### src/cmd_pkg.sv
// Constants and types shared by the ASCII command interpreter.
package cmd_pkg;
  localparam logic [7:0] CH_CR    = 8'h0d;
  localparam logic [7:0] CH_BELL  = 8'h07;
  localparam logic [7:0] CH_FLUSH = 8'h45;
  localparam logic [7:0] CH_STD   = 8'h74;
  localparam logic [7:0] CH_EXT   = 8'h54;
  localparam logic [7:0] CH_ACK_S = 8'h7a;
  localparam logic [7:0] CH_ACK_E = 8'h5a;
  localparam logic [7:0] CH_STAT  = 8'h46;
  localparam logic [7:0] CH_VER   = 8'h56;
  localparam logic [7:0] CH_SER   = 8'h4e;
  localparam logic [7:0] CH_RST   = 8'h52;
  localparam logic [7:0] CH_BOOT  = 8'h42;
  localparam logic [7:0] CH_OPEN  = 8'h4f;
  localparam logic [7:0] CH_LSTN  = 8'h4c;
  localparam logic [7:0] CH_CLOSE = 8'h43;
  localparam int STD_ID_DIGITS    = 3;
  localparam int EXT_ID_DIGITS    = 8;
  localparam int MAX_LEN          = 8;
  localparam logic [10:0] STD_ID_MAX = 11'h7ff;
  localparam logic [28:0] EXT_ID_MAX = 29'h1fffffff;
  localparam logic [8:0] WARN_LIMIT    = 9'h05f;
  localparam logic [8:0] PASSIVE_LIMIT = 9'h07f;
  localparam logic [8:0] BUSOFF_LIMIT  = 9'h0ff;
  localparam int ST_WARN = 0;
  localparam int ST_RXW  = 1;
  localparam int ST_TXW  = 2;
  localparam int ST_RXP  = 3;
  localparam int ST_TXP  = 4;
  localparam int ST_BOFF = 5;
  localparam int ST_OVF1 = 6;
  localparam int ST_OVF0 = 7;
  localparam int REPLY_MAX = 32;
  localparam logic [4:0] BOOT_MSG_LEN = 5'd23;
  typedef enum logic [1:0] {CH_CLOSED, CH_NORMAL, CH_LISTEN} chan_mode_t;
endpackage

### src/frame_if.sv
// Transmit frame path between the interpreter, its FIFO and the controller.
`timescale 1ns/1ps
`default_nettype none
interface frame_if #(parameter int W = 98);
  logic         valid;
  logic         ready;
  logic [W-1:0] data;
  modport src  (output valid, output data, input ready);
  modport sink (input valid, input data, output ready);
endinterface
`default_nettype wire

### src/cmd_interp.sv
// ASCII command interpreter: parses host lines and produces replies.
`timescale 1ns/1ps
`default_nettype none
// Function
// - E then CR empties the transmit FIFO and echoes E CR.
// - Standard request: t, three hex id digits up to 7FF, length, data, CR.
// - Extended request: T, eight hex id digits up to 1FFFFFFF, length, data.
// - Valid standard request queues an 11-bit frame and answers z CR.
// - Valid extended request queues a 29-bit frame and answers Z CR.
// - F returns the status byte as two hex characters and CR.
// - Status bit 0 is receive warning or transmit warning.
// - Status bit 1: receive error counter above 95, at most 127.
// - Status bit 2: transmit error counter above 95.
// - Status bit 3: receive counter above 127; red LED single-flashes.
// - Status bit 4: transmit counter above 127; red LED single-flashes.
// - Status bit 5: transmit counter above 255; red LED stays on.
// - Status bits 6 and 7 flag receive buffer one and zero overflow.
// - V returns V, two BCD hardware digits, two BCD firmware digits, CR.
// - N returns N, four serial characters, CR.
// - R answers CR and restarts the controller, keeping stored settings.
// - B enters the loader with message and prompt; only programming exits.
// - O opens the channel in normal mode for receive and transmit.
// - In listen-only mode transmit requests get an error reply.
module cmd_interp #(
  parameter logic [7:0]  HW_VER_BCD = 8'h10,
  parameter logic [7:0]  FW_VER_BCD = 8'h10,
  parameter logic [31:0] SERIAL_TXT = 32'h41303031,
  parameter int          FIFO_DEPTH = 16
) (
  input  wire logic        clk,
  input  wire logic        nrst,
  input  wire logic        ce,
  input  wire logic        rx_valid,
  input  wire logic [7:0]  rx_data,
  output logic             rx_ready,
  output logic             tx_valid,
  output logic      [7:0]  tx_data,
  input  wire logic        tx_ready,
  output logic             frm_valid,
  output logic             frm_ext,
  output logic      [28:0] frm_id,
  output logic      [3:0]  frm_len,
  output logic      [63:0] frm_data,
  input  wire logic        frm_ready,
  input  wire logic [8:0]  rx_err_cnt,
  input  wire logic [8:0]  tx_err_cnt,
  input  wire logic        rx1_ovf,
  input  wire logic        rx0_ovf,
  output logic             chan_open,
  output logic             chan_listen,
  output logic             ctrl_restart,
  output logic             boot_mode,
  output logic             led_red_on,
  output logic             led_red_flash
);
  // One FIFO word is the extended flag, 29 id bits, 4 length bits, 64 data.
  localparam int FW = 98;
  logic [7:0] rx1_q, rx2_q;
  logic       rxv1_q, rxv2_q;
  logic [7:0] line_q [cmd_pkg::REPLY_MAX];
  logic [4:0] llen_q;
  logic       ovr_q;
  logic       exec_q;
  logic [7:0] rep_q [cmd_pkg::REPLY_MAX];
  logic [4:0] rlen_q, ridx_q;
  logic       busy_q;
  cmd_pkg::chan_mode_t mode_q;
  logic       boot_q;
  logic       rst_q;
  logic [7:0] status;
  frame_if #(.W(FW)) fin ();
  frame_if #(.W(FW)) fout ();

  // Host bytes arrive from the serial bridge domain, so they are resynced.
  // A byte is consumed once; the source must drop valid after each byte.
  logic rxv3_q;
  always_ff @(posedge clk or negedge nrst) begin
    if (!nrst) begin
      rx1_q  <= 8'h00;
      rx2_q  <= 8'h00;
      rxv1_q <= 1'b0;
      rxv2_q <= 1'b0;
      rxv3_q <= 1'b0;
    end else if (ce) begin
      rx1_q  <= rx_data;
      rx2_q  <= rx1_q;
      rxv1_q <= rx_valid;
      rxv2_q <= rxv1_q;
      rxv3_q <= rxv2_q;
    end
  end
  wire rx_byte = rxv2_q && !rxv3_q && !busy_q && !exec_q && !boot_q;
  assign rx_ready = !busy_q && !exec_q && !boot_q;

  // Line decode on the buffered command.
  function automatic logic hexok(input logic [7:0] c);
    hexok = (c >= 8'h30 && c <= 8'h39) || (c >= 8'h41 && c <= 8'h46) ||
            (c >= 8'h61 && c <= 8'h66);
  endfunction
  function automatic logic [3:0] hexv(input logic [7:0] c);
    if (c <= 8'h39) hexv = c[3:0];
    else hexv = 4'(c[3:0] + 4'h9);
  endfunction
  function automatic logic [7:0] tohex(input logic [3:0] n);
    tohex = (n < 4'ha) ? (8'h30 + 8'(n)) : (8'h37 + 8'(n));
  endfunction

  wire [7:0] op  = line_q[0];
  wire       ext = (op == cmd_pkg::CH_EXT);
  wire [4:0] nid = ext ? 5'(cmd_pkg::EXT_ID_DIGITS)
                       : 5'(cmd_pkg::STD_ID_DIGITS);
  wire [7:0] lch = line_q[nid + 5'd1];
  wire [3:0] dlc = hexv(lch);
  logic        hex_all;
  logic [31:0] idv;
  logic [63:0] dat;
  always_comb begin
    hex_all = 1'b1;
    idv     = 32'h0;
    dat     = 64'h0;
    for (int i = 1; i < cmd_pkg::REPLY_MAX; i++) begin
      if (5'(i) < llen_q && !hexok(line_q[i])) hex_all = 1'b0;
    end
    for (int i = 0; i < cmd_pkg::EXT_ID_DIGITS; i++) begin
      if (5'(i) < nid) idv = {idv[27:0], hexv(line_q[i+1])};
    end
    for (int i = 0; i < cmd_pkg::MAX_LEN * 2; i++) begin
      if (i < 2 * int'(dlc)) dat[63-4*i -: 4] = hexv(line_q[int'(nid)+2+i]);
    end
  end
  wire len_ok = (lch >= 8'h30) && (lch <= 8'h38);
  wire len_match = (llen_q == 5'(nid + 5'd2 + 5'(2 * dlc)));
  wire id_ok = ext ? (idv[28:0] <= cmd_pkg::EXT_ID_MAX && idv[31:29] == 3'h0)
                   : (idv[10:0] <= cmd_pkg::STD_ID_MAX && idv[31:11] == '0);
  wire tx_cmd = (op == cmd_pkg::CH_STD) || ext;
  wire tx_good = tx_cmd && !ovr_q && len_ok && len_match && hex_all && id_ok;
  wire tx_go = tx_good && mode_q == cmd_pkg::CH_NORMAL && fin.ready;
  wire bare = (llen_q == 5'd1) && !ovr_q;
  wire do_flush = exec_q && bare && op == cmd_pkg::CH_FLUSH;

  assign fin.valid = exec_q && tx_go;
  assign fin.data  = {ext, idv[28:0], dlc, dat};
  frame_fifo #(.WIDTH(FW), .DEPTH(FIFO_DEPTH)) u_fifo (
    .clk   (clk),
    .nrst  (nrst),
    .ce    (ce),
    .flush (do_flush),
    .wr    (fin),
    .rd    (fout)
  );
  assign frm_valid = fout.valid;
  assign {frm_ext, frm_id, frm_len, frm_data} = fout.data;
  assign fout.ready = frm_ready;

  status_enc u_stat (
    .rx_err_cnt (rx_err_cnt),
    .tx_err_cnt (tx_err_cnt),
    .rx1_ovf    (rx1_ovf),
    .rx0_ovf    (rx0_ovf),
    .status     (status)
  );
  assign led_red_on    = status[cmd_pkg::ST_BOFF];
  assign led_red_flash = !status[cmd_pkg::ST_BOFF] &&
                         (status[cmd_pkg::ST_RXP] || status[cmd_pkg::ST_TXP]);

  // Line assembly; an overlong line is remembered and refused at CR.
  always_ff @(posedge clk or negedge nrst) begin
    if (!nrst) begin
      llen_q <= 5'd0;
      ovr_q  <= 1'b0;
      exec_q <= 1'b0;
    end else if (ce) begin
      exec_q <= 1'b0;
      if (exec_q) begin
        llen_q <= 5'd0;
        ovr_q  <= 1'b0;
      end else if (rx_byte) begin
        if (rx2_q == cmd_pkg::CH_CR) exec_q <= 1'b1;
        else if (llen_q == 5'(cmd_pkg::REPLY_MAX - 1)) ovr_q <= 1'b1;
        else llen_q <= llen_q + 5'd1;
      end
    end
  end
  always_ff @(posedge clk) begin
    if (ce && rx_byte && rx2_q != cmd_pkg::CH_CR) line_q[llen_q] <= rx2_q;
  end

  // Reply text selection.
  logic [7:0] r [cmd_pkg::REPLY_MAX];
  logic [4:0] rl;
  logic [7:0] boot_txt [23];
  assign boot_txt = '{8'h45, 8'h6e, 8'h74, 8'h65, 8'h72, 8'h69, 8'h6e, 8'h67,
                      8'h20, 8'h42, 8'h6f, 8'h6f, 8'h74, 8'h2e, 8'h2e, 8'h2e,
                      8'h0d, 8'h42, 8'h6f, 8'h6f, 8'h74, 8'h3a, 8'h3e};
  always_comb begin
    for (int i = 0; i < cmd_pkg::REPLY_MAX; i++) r[i] = cmd_pkg::CH_CR;
    rl = 5'd1;
    r[0] = cmd_pkg::CH_BELL;
    if (tx_cmd && !bare) begin
      if (tx_go) begin
        r[0] = ext ? cmd_pkg::CH_ACK_E : cmd_pkg::CH_ACK_S;
        rl = 5'd2;
      end
    end else if (bare) begin
      unique case (op)
        cmd_pkg::CH_FLUSH: begin
          r[0] = cmd_pkg::CH_FLUSH;
          rl = 5'd2;
        end
        cmd_pkg::CH_STAT: begin
          r[0] = tohex(status[7:4]);
          r[1] = tohex(status[3:0]);
          rl = 5'd3;
        end
        cmd_pkg::CH_VER: begin
          r[0] = cmd_pkg::CH_VER;
          r[1] = tohex(HW_VER_BCD[7:4]);
          r[2] = tohex(HW_VER_BCD[3:0]);
          r[3] = tohex(FW_VER_BCD[7:4]);
          r[4] = tohex(FW_VER_BCD[3:0]);
          rl = 5'd6;
        end
        cmd_pkg::CH_SER: begin
          r[0] = cmd_pkg::CH_SER;
          r[1] = SERIAL_TXT[31:24];
          r[2] = SERIAL_TXT[23:16];
          r[3] = SERIAL_TXT[15:8];
          r[4] = SERIAL_TXT[7:0];
          rl = 5'd6;
        end
        cmd_pkg::CH_BOOT: begin
          for (int i = 0; i < 23; i++) r[i] = boot_txt[i];
          rl = cmd_pkg::BOOT_MSG_LEN;
        end
        cmd_pkg::CH_RST, cmd_pkg::CH_CLOSE, cmd_pkg::CH_OPEN,
        cmd_pkg::CH_LSTN: begin
          r[0] = cmd_pkg::CH_CR;
        end
        default: r[0] = cmd_pkg::CH_BELL;
      endcase
    end
  end

  // Reply shifter and mode state.
  always_ff @(posedge clk) begin
    if (ce && exec_q) begin
      for (int i = 0; i < cmd_pkg::REPLY_MAX; i++) rep_q[i] <= r[i];
    end
  end
  always_ff @(posedge clk or negedge nrst) begin
    if (!nrst) begin
      rlen_q <= 5'd0;
      ridx_q <= 5'd0;
      busy_q <= 1'b0;
      mode_q <= cmd_pkg::CH_CLOSED;
      boot_q <= 1'b0;
      rst_q  <= 1'b0;
    end else if (ce) begin
      rst_q <= 1'b0;
      if (exec_q) begin
        rlen_q <= rl;
        ridx_q <= 5'd0;
        busy_q <= 1'b1;
        if (bare && op == cmd_pkg::CH_OPEN) mode_q <= cmd_pkg::CH_NORMAL;
        if (bare && op == cmd_pkg::CH_LSTN) mode_q <= cmd_pkg::CH_LISTEN;
        if (bare && op == cmd_pkg::CH_CLOSE) mode_q <= cmd_pkg::CH_CLOSED;
        if (bare && op == cmd_pkg::CH_BOOT) boot_q <= 1'b1;
      end else if (busy_q && tx_ready) begin
        ridx_q <= ridx_q + 5'd1;
        if (ridx_q + 5'd1 == rlen_q) begin
          busy_q <= 1'b0;
          if (rep_q[0] == cmd_pkg::CH_CR && rlen_q == 5'd1 &&
              op == cmd_pkg::CH_RST) begin
            rst_q  <= 1'b1;
            mode_q <= cmd_pkg::CH_CLOSED;
          end
        end
      end
    end
  end
  assign tx_valid     = busy_q;
  assign tx_data      = rep_q[ridx_q];
  assign chan_open    = mode_q != cmd_pkg::CH_CLOSED;
  assign chan_listen  = mode_q == cmd_pkg::CH_LISTEN;
  assign ctrl_restart = rst_q;
  assign boot_mode    = boot_q;
endmodule
`default_nettype wire

### src/frame_fifo.sv
// Synchronous FIFO of frames with flush and back-pressure.
`timescale 1ns/1ps
`default_nettype none
module frame_fifo #(
  parameter int WIDTH = 98,
  parameter int DEPTH = 16
) (
  input  wire logic clk,
  input  wire logic nrst,
  input  wire logic ce,
  input  wire logic flush,
  frame_if.sink     wr,
  frame_if.src      rd
);
  localparam int AW = $clog2(DEPTH);
  logic [WIDTH-1:0] mem_q [DEPTH];
  logic [AW-1:0]    wp_q;
  logic [AW-1:0]    rp_q;
  logic [AW:0]      cnt_q;
  wire push = wr.valid && wr.ready;
  wire pop  = rd.valid && rd.ready;
  assign wr.ready = (cnt_q != (AW+1)'(DEPTH)) && !flush;
  assign rd.valid = (cnt_q != '0);
  assign rd.data  = mem_q[rp_q];
  always_ff @(posedge clk) begin
    if (ce && push) begin
      mem_q[wp_q] <= wr.data;
    end
  end
  always_ff @(posedge clk or negedge nrst) begin
    if (!nrst) begin
      wp_q  <= '0;
      rp_q  <= '0;
      cnt_q <= '0;
    end else if (ce) begin
      if (flush) begin
        wp_q  <= '0;
        rp_q  <= '0;
        cnt_q <= '0;
      end else begin
        if (push) wp_q <= wp_q + 1'b1;
        if (pop) rp_q <= rp_q + 1'b1;
        cnt_q <= cnt_q + (AW+1)'(push) - (AW+1)'(pop);
      end
    end
  end
endmodule
`default_nettype wire

### src/status_enc.sv
// Encodes the error counters and overflow flags into the status byte.
`timescale 1ns/1ps
`default_nettype none
module status_enc (
  input  wire logic [8:0] rx_err_cnt,
  input  wire logic [8:0] tx_err_cnt,
  input  wire logic       rx1_ovf,
  input  wire logic       rx0_ovf,
  output logic      [7:0] status
);
  wire rxw = (rx_err_cnt > cmd_pkg::WARN_LIMIT) &&
             (rx_err_cnt <= cmd_pkg::PASSIVE_LIMIT);
  wire txw = tx_err_cnt > cmd_pkg::WARN_LIMIT;
  assign status[cmd_pkg::ST_RXW]  = rxw;
  assign status[cmd_pkg::ST_TXW]  = txw;
  assign status[cmd_pkg::ST_WARN] = rxw | txw;
  assign status[cmd_pkg::ST_RXP]  = rx_err_cnt > cmd_pkg::PASSIVE_LIMIT;
  assign status[cmd_pkg::ST_TXP]  = tx_err_cnt > cmd_pkg::PASSIVE_LIMIT;
  assign status[cmd_pkg::ST_BOFF] = tx_err_cnt > cmd_pkg::BUSOFF_LIMIT;
  assign status[cmd_pkg::ST_OVF1] = rx1_ovf;
  assign status[cmd_pkg::ST_OVF0] = rx0_ovf;
endmodule
`default_nettype wire

### config.mk
export PLATFORM = sky130hd
export DESIGN_NAME = cmd_interp
export DESIGN_NICKNAME = d
export VERILOG_FILES = /design/src/cmd_pkg.sv /design/src/frame_if.sv /design/src/cmd_interp.sv /design/src/frame_fifo.sv /design/src/status_enc.sv
export SDC_FILE = /design/constraint.sdc
export NUM_CORES = 2
export LEC_CHECK = 0
export BUFFER_PORTS_ARGS = -buffer_cell sky130_fd_sc_hd__buf_2
export CELL_PAD_IN_SITES_DETAIL_PLACEMENT = 1
export CELL_PAD_IN_SITES_GLOBAL_PLACEMENT = 2
export CORE_MARGIN = 2
export CORE_UTILIZATION = 44
export CTS_CLUSTER_DIAMETER = 50
export DETAILED_ROUTE_END_ITERATION = 10
export PLACE_DENSITY = 0.72
export SLEW_MARGIN = 20
export SYNTH_ARGS = -nofsm -noshare
export SYNTH_HDL_FRONTEND = slang
export SYNTH_SLANG_ARGS = --single-unit
export TNS_END_PERCENT = 30
### constraint.sdc
create_clock -name clk -period 9.7 [get_ports clk]
set_clock_uncertainty 0.2 [all_clocks]
set_input_delay 0.97 -clock clk [delete_from_list [all_inputs] [get_ports clk]]
set_output_delay 0.97 -clock clk [all_outputs]
set_load 0.02 [all_outputs]
==> implementation parameters <==
Parameter                              Value

Run status
  Status    finished, final reports clean

GRT
  GRT Resource Usage Total    0.224
  Largest net degree at the start of global routing    147
  Vias in the first global route    42600
  Total congestion overflow    0
  Wire length of the first global-routing pass    293000 µm
  Number of antenna violations at the first check in global routing    4

Logic synthesis
  Number of flops mapped to enable cells by yosys    1839
  Average cell area after synthesis    19.5 µm²
  Cell type with the highest aggregate area in the netlist    sky130_fd_sc_hd__edfxtp_1
  Ranking of synthesized cells by area    sky130_fd_sc_hd__edfxtp_1 71%, sky130_fd_sc_hd__mux4_2 14%, sky130_fd_sc_hd__dfrtp_1 1.7%
  Post-synthesis async set-or-reset flop share    0.0280
  Net count after synthesis    4113
  Number of distinct library cells after synthesis    82
  Synthesized instance count    3981
  Main flop type after synthesis    sky130_fd_sc_hd__edfxtp_1
  Synthesis Warnings    0
  Cell with the most instances after synthesis    sky130_fd_sc_hd__edfxtp_1
  Post-synthesis sequential element count    1892
  Share of the synthesized area in the top cell type    0.713
  Commonest cells in the synthesized netlist    1839 x sky130_fd_sc_hd__edfxtp_1, 492 x sky130_fd_sc_hd__mux4_2, 220 x sky130_fd_sc_hd__nor2_1
  Cell Area, Synth    77500 µm²
  Fraction of the yosys area taken by sequential cells    0.730

Power and ir drop
  Static Leak    0.0284 µW
  Max VDD drop    0.206 mV
  PwrDens    249 nW/µm²

Finish
  Final net count    4387
  Syn-to-layout area delta    13.7%
  Diode count    0
  Final design area excluding fillers    88100 µm²
  Fraction of layout cells with a size suffix above 1    0.253
  Share of the core filled with cells in the final layout    0.502

Drt
  Antenna violation net count after detailed routing    0
  1st-pass router iterations    5
  Overall routed net length    199000 µm
  Total vias in the final route    39700
  Starting DRT DRC Count    3462
  Number of remaining DRC errors    0
  DR WL/cell    29.5 µm
  Via density per instance    5.88

Clock network
  Clock-pin slew on the worst setup and hold paths    0.06 ns
  TritonCTS clock tree    done
  Root cell of the clock tree    sky130_fd_sc_hd__clkbuf_16
  Post-CTS setup-driven buffer insertion count    0
  Resized cells post-CTS    0
  CTS H-Tree Depth    4
  Clk_lat worst skew    0.86 ns
  CTS Sinks    1892
  Post-CTS Hold Fix Bufs    0
  Clock buffer depth    3
  Clock buffer count from CTS    202

Critical path
  Reg-to-Reg End    u_fifo.mem_q[4][39]
  Source of the worst register-to-register timing path    line_q[0][1]
  Cells on worst reg2reg path    21
  Nature of the critical path endpoint    flip-flop
  Crit start category    flip-flop
  Required @ worst endpoint    10.00 ns
  Reg2reg setup slack    1.43 ns
  Crit path arrival time    8.57 ns
  Critical Setup Path Class    reg2reg
  Critical path peak fanout    37

Min path
  Hold/Removal Path Class    in2async

STA
  Setup repair after global routing missed its margin    no
  Rel. slew slack    0.260
  Slew Limit Fails    0
  Post-Route Setup TNS    0 ns
  Tightest Pin Transition    1.11 ns
  PnR worst setup slack    1.43 ns
  Final critical delay including setup and external delays    8.27 ns
  Fmax    121 MHz
  Share of the clock period used by the worst path after layout    0.853
  Number of hold violations in the final report    0
  Count of final setup violators    0
  Hold_ws    0.0840 ns

Floorplanning
  Standard-cell row count    154
  Die Width    424 µm
  Height of the die    424 µm
  Area of the core    176000 µm²
  I/O pin cnt    149
  Die footprint    179000 µm²
  Initial Util    0.441

Placement
  Last weighted congestion value of the routability-driven placer    0.809
  Pre-CTS setup slack    1.57 ns
  HPWL Detailed    118000 µm
  Port-buffer cells    137
  Cell Area, Placed    81500 µm²

Job
  Max Cap Viol    0
[cells in the final DEF, fill, tap and decap left out, drive strengths merged, types with 71 or more instances in the layout]
master     n
edfxtp  1839
mux4     492
clkbuf   257
buf      240
nor2     221
nand2    139
ha        97
o21ai     97
inv       97
nand3     94
clkinv    84
xnor2     80
a21oi     71
[through the flow]
stage	std cells	power (µW)
global route	6759	22800
global placement	6389	14800
CTS	6757	22200
detailed placement	6389	14800
finish	6759	21900
floorplan	3981	13100
[critical path, cell delays in order (launching register included)]
cell and delay, ns:
sky130_fd_sc_hd__edfxtp_1 0.54, sky130_fd_sc_hd__and4bb_4 0.41, sky130_fd_sc_hd__nand4b_4 0.32, sky130_fd_sc_hd__mux2i_1 0.46, sky130_fd_sc_hd__inv_1 0.13, sky130_fd_sc_hd__ha_1 0.22, sky130_fd_sc_hd__o21bai_1 0.19, sky130_fd_sc_hd__a41oi_1 0.23
sky130_fd_sc_hd__mux2i_1 0.37, sky130_fd_sc_hd__nand2_1 0.15, sky130_fd_sc_hd__xor2_2 0.17, sky130_fd_sc_hd__buf_4 0.31, sky130_fd_sc_hd__ha_1 0.30, sky130_fd_sc_hd__ha_1 0.30, sky130_fd_sc_hd__xnor2_1 0.14, sky130_fd_sc_hd__nand4_1 0.19
sky130_fd_sc_hd__a2111oi_2 0.35, sky130_fd_sc_hd__nand4_1 0.13, sky130_fd_sc_hd__or4_1 0.71, sky130_fd_sc_hd__nor4_1 0.68, sky130_fd_sc_hd__and2_4 0.87, sky130_fd_sc_hd__buf_4 0.48
[worst max-delay path by stage]
stage,start,to,slack (ns),cells after the start
after CTS,line_q[0][1],u_fifo.mem_q[4][39],1.48,21
after global routing,line_q[0][1],u_fifo.mem_q[4][1],1.05,21
final,line_q[0][1],u_fifo.mem_q[4][39],1.43,21
after global placement,line_q[0][1],u_fifo.mem_q[4][27],1.70,21
after floorplan,line_q[0][1],u_fifo.mem_q[10][0],0.14,27
after detailed placement,line_q[0][1],u_fifo.mem_q[4][27],1.57,21
[where the power goes]
| group | total (µW) | switching, µW | internal (µW) | leakage (µW) |
|---|---|---|---|---|
| clock | 7420 | 3190 | 4230 | 0.00310 |
| combinational | 5220 | 2850 | 2360 | 0.00797 |
| sequential | 9310 | 248 | 9060 | 0.0173 |
| total | 21900 | 6280 | 15700 | 0.0284 |
[cell type report]
class,instances,area [µm²]
Fill cell,15800,87500
Tap cell,2340,2930
Timing Repair Buffer,240,1740
Clock inverter,111,1060
Inverter,86,325
Clock buffer,257,5300
Sequential cell,1892,56600
Multi-Input combinational cell,1833,20200
[kinds of logic after synthesis]
kind of cell	Yosys count	synth area share
DFF	1892	0.730
and+or+nand+nor	692	0.0447
muxes	582	0.155
AOI/OAI and AO/OA	368	0.0313
buffers and inverters	256	0.0128
adders and majority gates	98	0.0159
xor gates and xnor gates	92	0.0104
other	1	0.0000484
[registers in the layout, summed over array words and instances (netlist names), 2 cells and up]
signal / flops
u_fifo.wp_q: 4
rx2_q: 8
ridx_q: 5
u_fifo.cnt_q: 5
mode_q: 2
rlen_q: 4
u_fifo.rp_q: 4
rx1_q: 8
rep_q: 23
u_fifo.mem_q: 1568
line_q: 248
llen_q: 5
[routing by layer]
metal,GRT usage,vias to the layer above,wire length [µm]
met4,0.0655,4,5170
met3,0.0379,295,10700
met2,0.359,1141,96700
met5,0,-,27
li1,-,16900,-
met1,0.316,21400,86600
Power figures use the tool's default switching activity.
